**src/core/placeholder_none.sv**
```systemverilog
`timescale 1ns/1ps
`default_nettype none
`default_nettype wire

```
**src/core/otp_guard_pkg.sv**
```systemverilog
// Shared constants, types and register map of the flash security guard.
// Assumes one 50 MHz clock domain and a synchronous active-low reset.
package otp_guard_pkg;
  // ==========================================================
  // Address map (bases are plain defaults)
  localparam logic [31:0] USER_BASE = 32'h0800_0000;
  localparam logic [31:0] USER_SIZE = 32'h0080_0000;
  localparam logic [31:0] OPT_BASE = 32'h1FFF_C000;
  localparam logic [31:0] OPT_SIZE = 32'h0000_0020;
  localparam logic [31:0] TCA_BASE = 32'h1FF0_0000;
  localparam logic [31:0] TCA_BLK_BYTES = 32'h0000_2000;
  localparam logic [31:0] TCA_LOCK_BYTES = 32'h0000_0010;
  localparam logic [31:0] KSA_BASE = 32'h1FF2_0100;
  localparam logic [31:0] KSA_BLK_BYTES = 32'h0000_0020;
  localparam logic [31:0] KSA_LOCK_BYTES = 32'h0000_0020;
  localparam logic [31:0] DEVREG_BASE = 32'h4000_0000;
  localparam logic [31:0] DEVREG_SIZE = 32'h2000_0000;
  localparam int NUM_BLKS = 16;
  localparam int TCA_BLK_LSB = 13;
  localparam int KSA_BLK_LSB = 5;
  // ==========================================================
  // Option byte and lock byte values
  localparam logic [7:0] SEC_NONE_BYTE = 8'hAA;
  localparam logic [7:0] SEC_HIGH_BYTE = 8'hCC;
  localparam logic [7:0] LOCK_OPEN_BYTE = 8'hFF;
  // ==========================================================
  // Register offsets and reset values
  localparam logic [7:0] CTRL_OFS = 8'h00;
  localparam logic [7:0] TCA_CFG_OFS = 8'h04;
  localparam logic [7:0] STATUS_OFS = 8'h08;
  localparam logic [7:0] FUSE_OFS = 8'h0C;
  localparam logic [15:0] TCA_REN_RST = 16'hFFFF;
  localparam int ARM_BIT = 0;
  // ==========================================================
  // Types
  typedef enum logic [1:0] {
    LVL_NONE = 2'b00, LVL_LOW = 2'b01, LVL_HIGH = 2'b10
  } sec_level_t;
  typedef enum logic [1:0] {
    BOOT_USER = 2'b00, BOOT_SRAM = 2'b01, BOOT_LOADER = 2'b10, BOOT_TRUSTED = 2'b11
  } boot_src_t;
  typedef enum logic [2:0] {
    AREA_OTHER = 3'b000, AREA_USER = 3'b001, AREA_OPT = 3'b010, AREA_TCA = 3'b011,
    AREA_TCA_LOCK = 3'b100, AREA_KSA = 3'b101, AREA_KSA_LOCK = 3'b110,
    AREA_DEVREG = 3'b111
  } area_t;
  typedef struct packed {
    logic valid;
    logic write;
    logic dbg;
    logic [31:0] addr;
    logic [31:0] wdata;
  } acc_req_t;
  typedef struct packed {
    logic ok;
    logic err;
  } acc_rsp_t;
  typedef struct packed {
    logic unique_en;
    logic boot_sel;
    logic sec_low;
    logic dbg_off;
  } fuse_t;
endpackage : otp_guard_pkg

```
**src/core/guard_region_decoder.sv**
```systemverilog
// Address decoder: classifies an address into a protected area and block.
// Assumes the address map constants of the guard package.
`timescale 1ns/1ps
`default_nettype none
module guard_region_decoder (
  // Address in
  input wire logic [31:0] addr,
  // Classification out
  output otp_guard_pkg::area_t area,
  output logic [3:0] blk
);
  logic [31:0] tca_ofs;
  logic [31:0] ksa_ofs;
  logic [31:0] tca_data_end;
  logic [31:0] ksa_data_end;
  always_comb begin
    tca_data_end = otp_guard_pkg::TCA_BLK_BYTES * otp_guard_pkg::NUM_BLKS;
    ksa_data_end = otp_guard_pkg::KSA_BLK_BYTES * otp_guard_pkg::NUM_BLKS;
    tca_ofs = addr - otp_guard_pkg::TCA_BASE;
    ksa_ofs = addr - otp_guard_pkg::KSA_BASE;
    area = otp_guard_pkg::AREA_OTHER;
    blk = 4'h0;
    if (addr >= otp_guard_pkg::TCA_BASE && tca_ofs < tca_data_end) begin
      area = otp_guard_pkg::AREA_TCA;
      blk = tca_ofs[otp_guard_pkg::TCA_BLK_LSB +: 4];
    end else if (addr >= otp_guard_pkg::TCA_BASE &&
                 tca_ofs < tca_data_end + otp_guard_pkg::TCA_LOCK_BYTES) begin
      area = otp_guard_pkg::AREA_TCA_LOCK;
    end else if (addr >= otp_guard_pkg::KSA_BASE && ksa_ofs < ksa_data_end) begin
      area = otp_guard_pkg::AREA_KSA;
      blk = ksa_ofs[otp_guard_pkg::KSA_BLK_LSB +: 4];
    end else if (addr >= otp_guard_pkg::KSA_BASE &&
                 ksa_ofs < ksa_data_end + otp_guard_pkg::KSA_LOCK_BYTES) begin
      area = otp_guard_pkg::AREA_KSA_LOCK;
    end else if (addr >= otp_guard_pkg::USER_BASE &&
                 addr - otp_guard_pkg::USER_BASE < otp_guard_pkg::USER_SIZE) begin
      area = otp_guard_pkg::AREA_USER;
    end else if (addr >= otp_guard_pkg::OPT_BASE &&
                 addr - otp_guard_pkg::OPT_BASE < otp_guard_pkg::OPT_SIZE) begin
      area = otp_guard_pkg::AREA_OPT;
    end else if (addr >= otp_guard_pkg::DEVREG_BASE &&
                 addr - otp_guard_pkg::DEVREG_BASE < otp_guard_pkg::DEVREG_SIZE) begin
      area = otp_guard_pkg::AREA_DEVREG;
    end
  end
endmodule : guard_region_decoder
`default_nettype wire

```
**src/core/otp_boot_debug_security_guard.sv**
```systemverilog
// Flash security guard: gates bus master accesses to the flash arrays.
// Assumes masters issue one-cycle requests and lock blocks are read from flash.
//
// The register offsets and the address-and-strobe port were decided locally.
`timescale 1ns/1ps
`default_nettype none
module otp_boot_debug_security_guard (
  // Clock and reset
  input wire logic sys_clk,
  input wire logic rstn,
  // Register port
  input wire logic [7:0] reg_addr,
  input wire logic [31:0] reg_wdata,
  input wire logic reg_wr,
  input wire logic reg_rd,
  output logic [31:0] reg_rdata,
  // Nonvolatile inputs and boot request
  input wire logic [7:0] sec_byte,
  input wire otp_guard_pkg::fuse_t fuse_in,
  input wire otp_guard_pkg::boot_src_t boot_req,
  input wire logic [127:0] tca_lock_bytes,
  input wire logic [15:0] ksa_wr_lock,
  input wire logic [15:0] ksa_rd_mark,
  // Master side
  input wire otp_guard_pkg::acc_req_t req,
  output otp_guard_pkg::acc_rsp_t rsp,
  // Flash side
  output otp_guard_pkg::acc_req_t flash_req,
  // Option byte programming
  input wire logic ob_wr,
  input wire logic [7:0] ob_val,
  output logic ob_wr_ok,
  output logic ob_refused,
  output logic mass_erase,
  // Fuse programming
  output logic fuse_prog,
  output otp_guard_pkg::fuse_t fuse_prog_val,
  // Boot and debug state
  output otp_guard_pkg::boot_src_t boot_src,
  output logic boot_refused,
  output logic dbg_en
);
  // ==========================================================
  // Captured security state
  logic cap_done;
  logic [7:0] sec_byte_cap;
  otp_guard_pkg::fuse_t fuse_cap;
  otp_guard_pkg::sec_level_t level;
  otp_guard_pkg::area_t area;
  logic [3:0] blk;
  logic key_arm_r;
  logic [15:0] tca_ren_r;
  logic [31:0] reg_rdata_r;
  logic deny;
  logic fuse_prog_r;
  otp_guard_pkg::fuse_t fuse_prog_val_r;
  otp_guard_pkg::acc_rsp_t rsp_r;
  otp_guard_pkg::acc_req_t flash_req_r;
  logic mass_erase_r;
  logic ob_wr_ok_r;
  logic ob_refused_r;

  security_state_capture u_cap (
    .sys_clk(sys_clk),
    .rstn(rstn),
    .sec_byte(sec_byte),
    .fuse_in(fuse_in),
    .boot_req(boot_req),
    .cap_done(cap_done),
    .sec_byte_cap(sec_byte_cap),
    .fuse_cap(fuse_cap),
    .level(level),
    .boot_src(boot_src),
    .boot_refused(boot_refused)
  );

  guard_region_decoder u_dec (
    .addr(req.addr),
    .area(area),
    .blk(blk)
  );

  // ==========================================================
  // Helpers
  function automatic logic tca_wlocked(input logic [127:0] bytes, input logic [3:0] b);
    tca_wlocked = bytes[b * 8 +: 8] != otp_guard_pkg::LOCK_OPEN_BYTE;
  endfunction : tca_wlocked

  function automatic logic is_flash(input otp_guard_pkg::area_t a);
    is_flash = a != otp_guard_pkg::AREA_OTHER && a != otp_guard_pkg::AREA_DEVREG;
  endfunction : is_flash

  // ==========================================================
  // Access decision
  always_comb begin
    deny = 1'b0;
    // Nothing passes before the state is captured
    if (!cap_done) begin
      deny = 1'b1;
    end
    if (req.dbg && fuse_cap.dbg_off) begin
      deny = 1'b1;
    end
    if (req.dbg && level != otp_guard_pkg::LVL_NONE && is_flash(area)) begin
      deny = 1'b1;
    end
    if (level == otp_guard_pkg::LVL_LOW && area == otp_guard_pkg::AREA_USER &&
        (boot_src == otp_guard_pkg::BOOT_SRAM || boot_src == otp_guard_pkg::BOOT_LOADER)) begin
      deny = 1'b1;
    end
    if (!req.write && area == otp_guard_pkg::AREA_TCA && !tca_ren_r[blk]) begin
      deny = 1'b1;
    end
    if (!req.write && area == otp_guard_pkg::AREA_KSA && key_arm_r && ksa_rd_mark[blk]) begin
      deny = 1'b1;
    end
    if (req.write && area == otp_guard_pkg::AREA_TCA && tca_wlocked(tca_lock_bytes, blk)) begin
      deny = 1'b1;
    end
    if (req.write && area == otp_guard_pkg::AREA_KSA && ksa_wr_lock[blk]) begin
      deny = 1'b1;
    end
    if (req.write && area == otp_guard_pkg::AREA_OPT && level == otp_guard_pkg::LVL_HIGH) begin
      deny = 1'b1;
    end
  end

  // ==========================================================
  // Response and forwarding
  always_ff @(posedge sys_clk) begin
    if (!rstn) begin
      rsp_r <= '0;
      flash_req_r <= '0;
    end else begin
      rsp_r.ok <= req.valid && !deny;
      rsp_r.err <= req.valid && deny;
      flash_req_r <= req;
      flash_req_r.valid <= req.valid && !deny && is_flash(area);
    end
  end

  // ==========================================================
  // Option byte programming
  always_ff @(posedge sys_clk) begin
    if (!rstn) begin
      mass_erase_r <= 1'b0;
      ob_wr_ok_r <= 1'b0;
      ob_refused_r <= 1'b0;
    end else begin
      // Level stays at the captured value until the next reset
      ob_refused_r <= ob_wr && (level == otp_guard_pkg::LVL_HIGH || !cap_done);
      ob_wr_ok_r <= ob_wr && level != otp_guard_pkg::LVL_HIGH && cap_done;
      mass_erase_r <= ob_wr && cap_done && level == otp_guard_pkg::LVL_LOW &&
                      ob_val == otp_guard_pkg::SEC_NONE_BYTE;
    end
  end

  // ==========================================================
  // Registers
  always_ff @(posedge sys_clk) begin
    if (!rstn) begin
      key_arm_r <= 1'b0;
    end else if (reg_wr && reg_addr == otp_guard_pkg::CTRL_OFS &&
                 reg_wdata[otp_guard_pkg::ARM_BIT]) begin
      // Set only; software cannot disarm
      key_arm_r <= 1'b1;
    end
  end

  always_ff @(posedge sys_clk) begin
    if (!rstn) begin
      tca_ren_r <= otp_guard_pkg::TCA_REN_RST;
    end else if (reg_wr && reg_addr == otp_guard_pkg::TCA_CFG_OFS) begin
      tca_ren_r <= reg_wdata[15:0];
    end
  end

  always_ff @(posedge sys_clk) begin
    if (!rstn) begin
      fuse_prog_r <= 1'b0;
      fuse_prog_val_r <= '0;
    end else begin
      fuse_prog_r <= reg_wr && reg_addr == otp_guard_pkg::FUSE_OFS;
      // Programming can only add ones to the captured fuse word
      fuse_prog_val_r <= fuse_cap | otp_guard_pkg::fuse_t'(reg_wdata[3:0]);
    end
  end

  always_ff @(posedge sys_clk) begin
    if (!rstn) begin
      reg_rdata_r <= 32'h0000_0000;
    end else if (reg_rd) begin
      case (reg_addr)
        otp_guard_pkg::CTRL_OFS: reg_rdata_r <= {31'h0000_0000, key_arm_r};
        otp_guard_pkg::TCA_CFG_OFS: reg_rdata_r <= {16'h0000, tca_ren_r};
        otp_guard_pkg::STATUS_OFS: reg_rdata_r <= {17'h0_0000, sec_byte_cap, cap_done,
                                                   boot_refused, dbg_en, boot_src, level};
        otp_guard_pkg::FUSE_OFS: reg_rdata_r <= {28'h000_0000, fuse_cap};
        default: reg_rdata_r <= 32'h0000_0000;
      endcase
    end else begin
      reg_rdata_r <= 32'h0000_0000;
    end
  end

  // ==========================================================
  // Outputs
  assign dbg_en = cap_done && !fuse_cap.dbg_off && level != otp_guard_pkg::LVL_HIGH;
  assign rsp = rsp_r;
  assign flash_req = flash_req_r;
  assign reg_rdata = reg_rdata_r;
  assign mass_erase = mass_erase_r;
  assign ob_wr_ok = ob_wr_ok_r;
  assign ob_refused = ob_refused_r;
  assign fuse_prog = fuse_prog_r;
  assign fuse_prog_val = fuse_prog_val_r;
endmodule : otp_boot_debug_security_guard
`default_nettype wire

```
**src/core/security_state_capture.sv**
```systemverilog
// Captures option byte, fuses and boot pins once after reset release.
// Assumes fuse and option byte inputs are stable once reset is released.
`timescale 1ns/1ps
`default_nettype none
module security_state_capture (
  // Clock and reset
  input wire logic sys_clk,
  input wire logic rstn,
  // Nonvolatile values and boot request
  input wire logic [7:0] sec_byte,
  input wire otp_guard_pkg::fuse_t fuse_in,
  input wire otp_guard_pkg::boot_src_t boot_req,
  // Captured state
  output logic cap_done,
  output logic [7:0] sec_byte_cap,
  output otp_guard_pkg::fuse_t fuse_cap,
  output otp_guard_pkg::sec_level_t level,
  output otp_guard_pkg::boot_src_t boot_src,
  output logic boot_refused
);
  otp_guard_pkg::boot_src_t boot_req_r;
  // Captured one cycle after release, never from reset itself
  always_ff @(posedge sys_clk) begin
    if (!rstn) begin
      cap_done <= 1'b0;
      sec_byte_cap <= 8'h00;
      fuse_cap <= '0;
      boot_req_r <= otp_guard_pkg::BOOT_USER;
    end else if (!cap_done) begin
      cap_done <= 1'b1;
      sec_byte_cap <= sec_byte;
      fuse_cap <= fuse_in;
      boot_req_r <= boot_req;
    end
  end
  always_comb begin
    level = otp_guard_pkg::LVL_LOW;
    if (fuse_cap.unique_en || sec_byte_cap == otp_guard_pkg::SEC_HIGH_BYTE) begin
      level = otp_guard_pkg::LVL_HIGH;
    end else if (!fuse_cap.sec_low && sec_byte_cap == otp_guard_pkg::SEC_NONE_BYTE) begin
      level = otp_guard_pkg::LVL_NONE;
    end
    boot_src = boot_req_r;
    if (fuse_cap.unique_en) begin
      boot_src = fuse_cap.boot_sel ? otp_guard_pkg::BOOT_TRUSTED : otp_guard_pkg::BOOT_USER;
    end else if (level == otp_guard_pkg::LVL_HIGH &&
                 (boot_req_r == otp_guard_pkg::BOOT_SRAM ||
                  boot_req_r == otp_guard_pkg::BOOT_LOADER)) begin
      boot_src = otp_guard_pkg::BOOT_USER;
    end
    boot_refused = cap_done && (boot_src != boot_req_r);
  end
endmodule : security_state_capture
`default_nettype wire

```
**config.mk**
```make
export PLATFORM = sky130hd
export DESIGN_NAME = otp_boot_debug_security_guard
export DESIGN_NICKNAME = d
export VERILOG_FILES = /design/src/core/placeholder_none.sv /design/src/core/otp_guard_pkg.sv /design/src/core/guard_region_decoder.sv /design/src/core/otp_boot_debug_security_guard.sv /design/src/core/security_state_capture.sv
export SDC_FILE = /design/constraint.sdc
export NUM_CORES = 1
export LEC_CHECK = 0
export ABC_AREA = 1
export ABC_CLOCK_PERIOD_IN_PS = 6200
export BUFFER_PORTS_ARGS = -buffer_cell sky130_fd_sc_hd__buf_2
export CAP_MARGIN = 10
export CORE_AREA = 2 2 156 158
export DETAILED_ROUTE_END_ITERATION = 16
export DIE_AREA = 0 0 158 160
export PLACE_DENSITY = 0.68
export SYNTH_ARGS = -nofsm -noshare
export SYNTH_HDL_FRONTEND = slang
export SYNTH_SLANG_ARGS = --single-unit
export TNS_END_PERCENT = 10
```
**constraint.sdc**
```tcl
create_clock -name sys_clk -period 6.2 [get_ports sys_clk]
set_clock_uncertainty 0.2 [all_clocks]
set_input_delay 0.62 -clock sys_clk [delete_from_list [all_inputs] [get_ports sys_clk]]
set_output_delay 0.62 -clock sys_clk [all_outputs]
set_load 0.05 [all_outputs]
```
==> impl_metrics.env <==
export IMPL_mostFrequentLayoutCells="373 x buf_2, 303 x nand2_1, 166 x inv_1, 125 x dfxtp_1, 123 x nand3_1"
export IMPL_ys_async_sr_fraction_pct=0
export IMPL_post_synth_instance_area_um2=7332
export IMPL_worstSkewPairLatency_ns=0.42
export IMPL_status="finished clean"
export IMPL_grt_max_degree=66
export IMPL_path_buf_inv=2
export IMPL_ant_nets=0
export IMPL_final_common_cell="buf_2"
export IMPL_hpwl_mm=22.38
export IMPL_hold_path_class="in2reg"
export IMPL_cts_setup_buffers=0
export IMPL_rsz0062_at_grt="false"
export IMPL_die_x_um=158
export IMPL_relSlewSlack_pct=24.36
export IMPL_root_buffer="clkbuf_16"
export IMPL_fmax_mhz=264.3
export IMPL_yosysSeqAreaShare_pct=34.13
export IMPL_grt_ovfl_total=0
export IMPL_vias=8567
export IMPL_drc=0
export IMPL_rows=57
export IMPL_worstSetupEndpointType="register"
export IMPL_hold_ws_ns=0.1831
export IMPL_power_leakage_nw=5.457
export IMPL_cts_resized=0
export IMPL_cts_htree_levels=4
export IMPL_worst_pin_slew_ns=1.133
export IMPL_drt_pass1_iterations=5
export IMPL_clk_pin_slew_ns=0.06
export IMPL_syn_mean_instance_area_um2=6.494
export IMPL_yosysWarnings=0
export IMPL_clk_path_buf_depth=2
export IMPL_grt_pass1_vias=7829
export IMPL_final_max_slew_viol_count=0
export IMPL_critPathTopFamily="simple AND/OR/NAND/NOR gates"
export IMPL_antenna_found_initial=2
export IMPL_viasPerCell=4.689
export IMPL_critPathSlowestCell="nor2_1"
export IMPL_crit_type="in2reg"
export IMPL_ioPinCount=407
export IMPL_drive_above_1_share_pct=32.98
export IMPL_max_stage_delay_ns=0.75
export IMPL_setup_viol=0
export IMPL_worstPathRequired_ns=6.35
export IMPL_period_needed_ns=3.784
export IMPL_yosysUniqueCellTypes=47
export IMPL_wl_per_cell_um=15.10
export IMPL_fill_cells=2593
export IMPL_tns_ns=0
export IMPL_worst_path_most_repeated_cell="nand2_1"
export IMPL_ir_worst_vdd_mv=0.1491
export IMPL_hold_violations=0
export IMPL_crit_path_start_kind="primary input"
export IMPL_holdBufCountCts=0
export IMPL_gp_congestion=0.9353
export IMPL_worstPathMaxFanout=12
export IMPL_cts_tree="done"
export IMPL_die_h_um=160
export IMPL_nets=1788
export IMPL_synthToLayoutAreaGrowth_pct=36.01
export IMPL_post_route_period_util_pct=61.03
export IMPL_ys_flop_type="dfxtp_1"
export IMPL_coreArea_um2=23820
export IMPL_drv_cap=0
export IMPL_drtIter0Drc=537
export IMPL_cp_arrival_ns=3.94
export IMPL_gr_usage_all_layers_pct=21.18
export IMPL_initial_core_util_pct=30.78
export IMPL_ys_seq_elements=125
export IMPL_clkSinkCount=125
export IMPL_drt_wl_total_mm=27.59
export IMPL_io_buffers=374
export IMPL_synth_edf_count=0
export IMPL_dieArea_um2=25280
export IMPL_syn_inst=1129
export IMPL_cts_buffers=17
export IMPL_grt_pass1_wl_mm=41.26
export IMPL_p_per_area_nw_per_um2=224.6
-- cell families (layout without fill, tap and decap cells) --
kind of cell | Yosys count | after routing | synth area share, %
simple gates | 657 | 657 | 42.54
buf+inv | 234 | 591 | 13.43
flops | 125 | 125 | 34.13
compound gates | 102 | 102 | 8.345
fa+ha+maj | 6 | 6 | 1.024
xor+xnor | 4 | 4 | 0.4779
other cells | 1 | 18 | 0.05115
-- per-stage QoR --
stage	cell area, µm²	util (%)	cells	setup WS, ns	total power [mW]
global route	9970	41.85	1826	2.075	2.343
floorplan	7388	-	1144	3.117	1.126
finish	9972	41.86	1827	2.416	2.240
detailed placement	9404	39.48	1793	2.040	1.284
global placement	9404	39.48	1793	2.082	1.281
CTS	9967	41.84	1825	2.464	2.268
-- Yosys cell counts (all sizes together) (2+ instances only) --
cell       n  area, µm²
a21oi     37      185.2
a22oi      2      15.01
a31oi      2      12.51
buf       33      230.2
clkbuf    19      71.32
dfxtp    125       2502
ha         6      75.07
inv      181      679.4
nand2    320       1254
nand3    132      720.7
nand3b     3      22.52
nand4     49      340.3
nor2     103      486.7
nor3      18      95.09
nor4      12      75.07
o2111ai    2      17.52
o211ai    17      127.6
o21ai     30      157.7
o22ai      6      37.54
or2       18      112.6
xor2       3      26.28
-- layer usage --
metal / GRT usage [%] / vias to the layer above / share of wire [%]
met3: 3.365 / 43 / 7.5
met1: 27.28 / 3814 / 43
met4: 7.821 / 2 / 2.4
li1: - / 4307 / -
met2: 35.49 / 401 / 47
met5: 0 / - / 0.047
-- sequential cells by signal (all words and copies together), names as in the netlist --
name and cells:
flash_req 67, reg_rdata 16, tca_ren_r 16, u_cap.sec_byte_cap 8, fuse_prog_val 4, u_cap.fuse_cap 4, rsp 2, u_cap.boot_req_r 2
fuse_prog 1, key_arm_r 1, mass_erase 1, ob_refused 1, ob_wr_ok 1, u_cap.cap_done 1
-- worst register-to-register path, delay by kind of cell, from the launching register on --
family	cells	cell delay (ns)
buffers and inverters	2	0.42
AOI/OAI and AO/OA	2	0.44
and+or+nand+nor	4	0.35
DFF	1	0.84
-- layout make-up --
class	count	area [µm²]	share of cell area [%]
clock buffers	18	429.2	4.304
repair buffers	377	1897	19.02
clock inverters	14	133.9	1.343
well taps	324	405.4	4.065
inverters	182	683.2	6.851
multi-input cells	785	3916	39.27
diodes	2	5.005	0.05019
flip-flops and latches	125	2502	25.09
-- worst paths after layout --
| path | start | end | slack [ns] | cells after the start |
|---|---|---|---|---|
| max | req[40] | flash_req[66]$_SDFF_PN0_ | 2.42 | 25 |
| min | req[25] | flash_req[25]$_SDFF_PN0_ | 0.18 | 3 |
| max reg2reg | u_cap.cap_done$_DFF_P_ | flash_req[66]$_SDFF_PN0_ | 3.92 | 8 |
| min reg2reg | u_cap.sec_byte_cap[5]$_SDFFE_PN0N_ | reg_rdata[12]$_SDFF_PN0_ | 0.27 | 2 |
-- where the power goes --
group / total, mW / switching, mW / leakage, nW / internal (mW)
logic: 0.420 / 0.291 / 4.15 / 0.128
clock network: 0.971 / 0.412 / 0.272 / 0.559
registers: 0.849 / 0.0131 / 1.03 / 0.836
total: 2.24 / 0.717 / 5.46 / 1.52
Power figures use the tool's default switching activity.
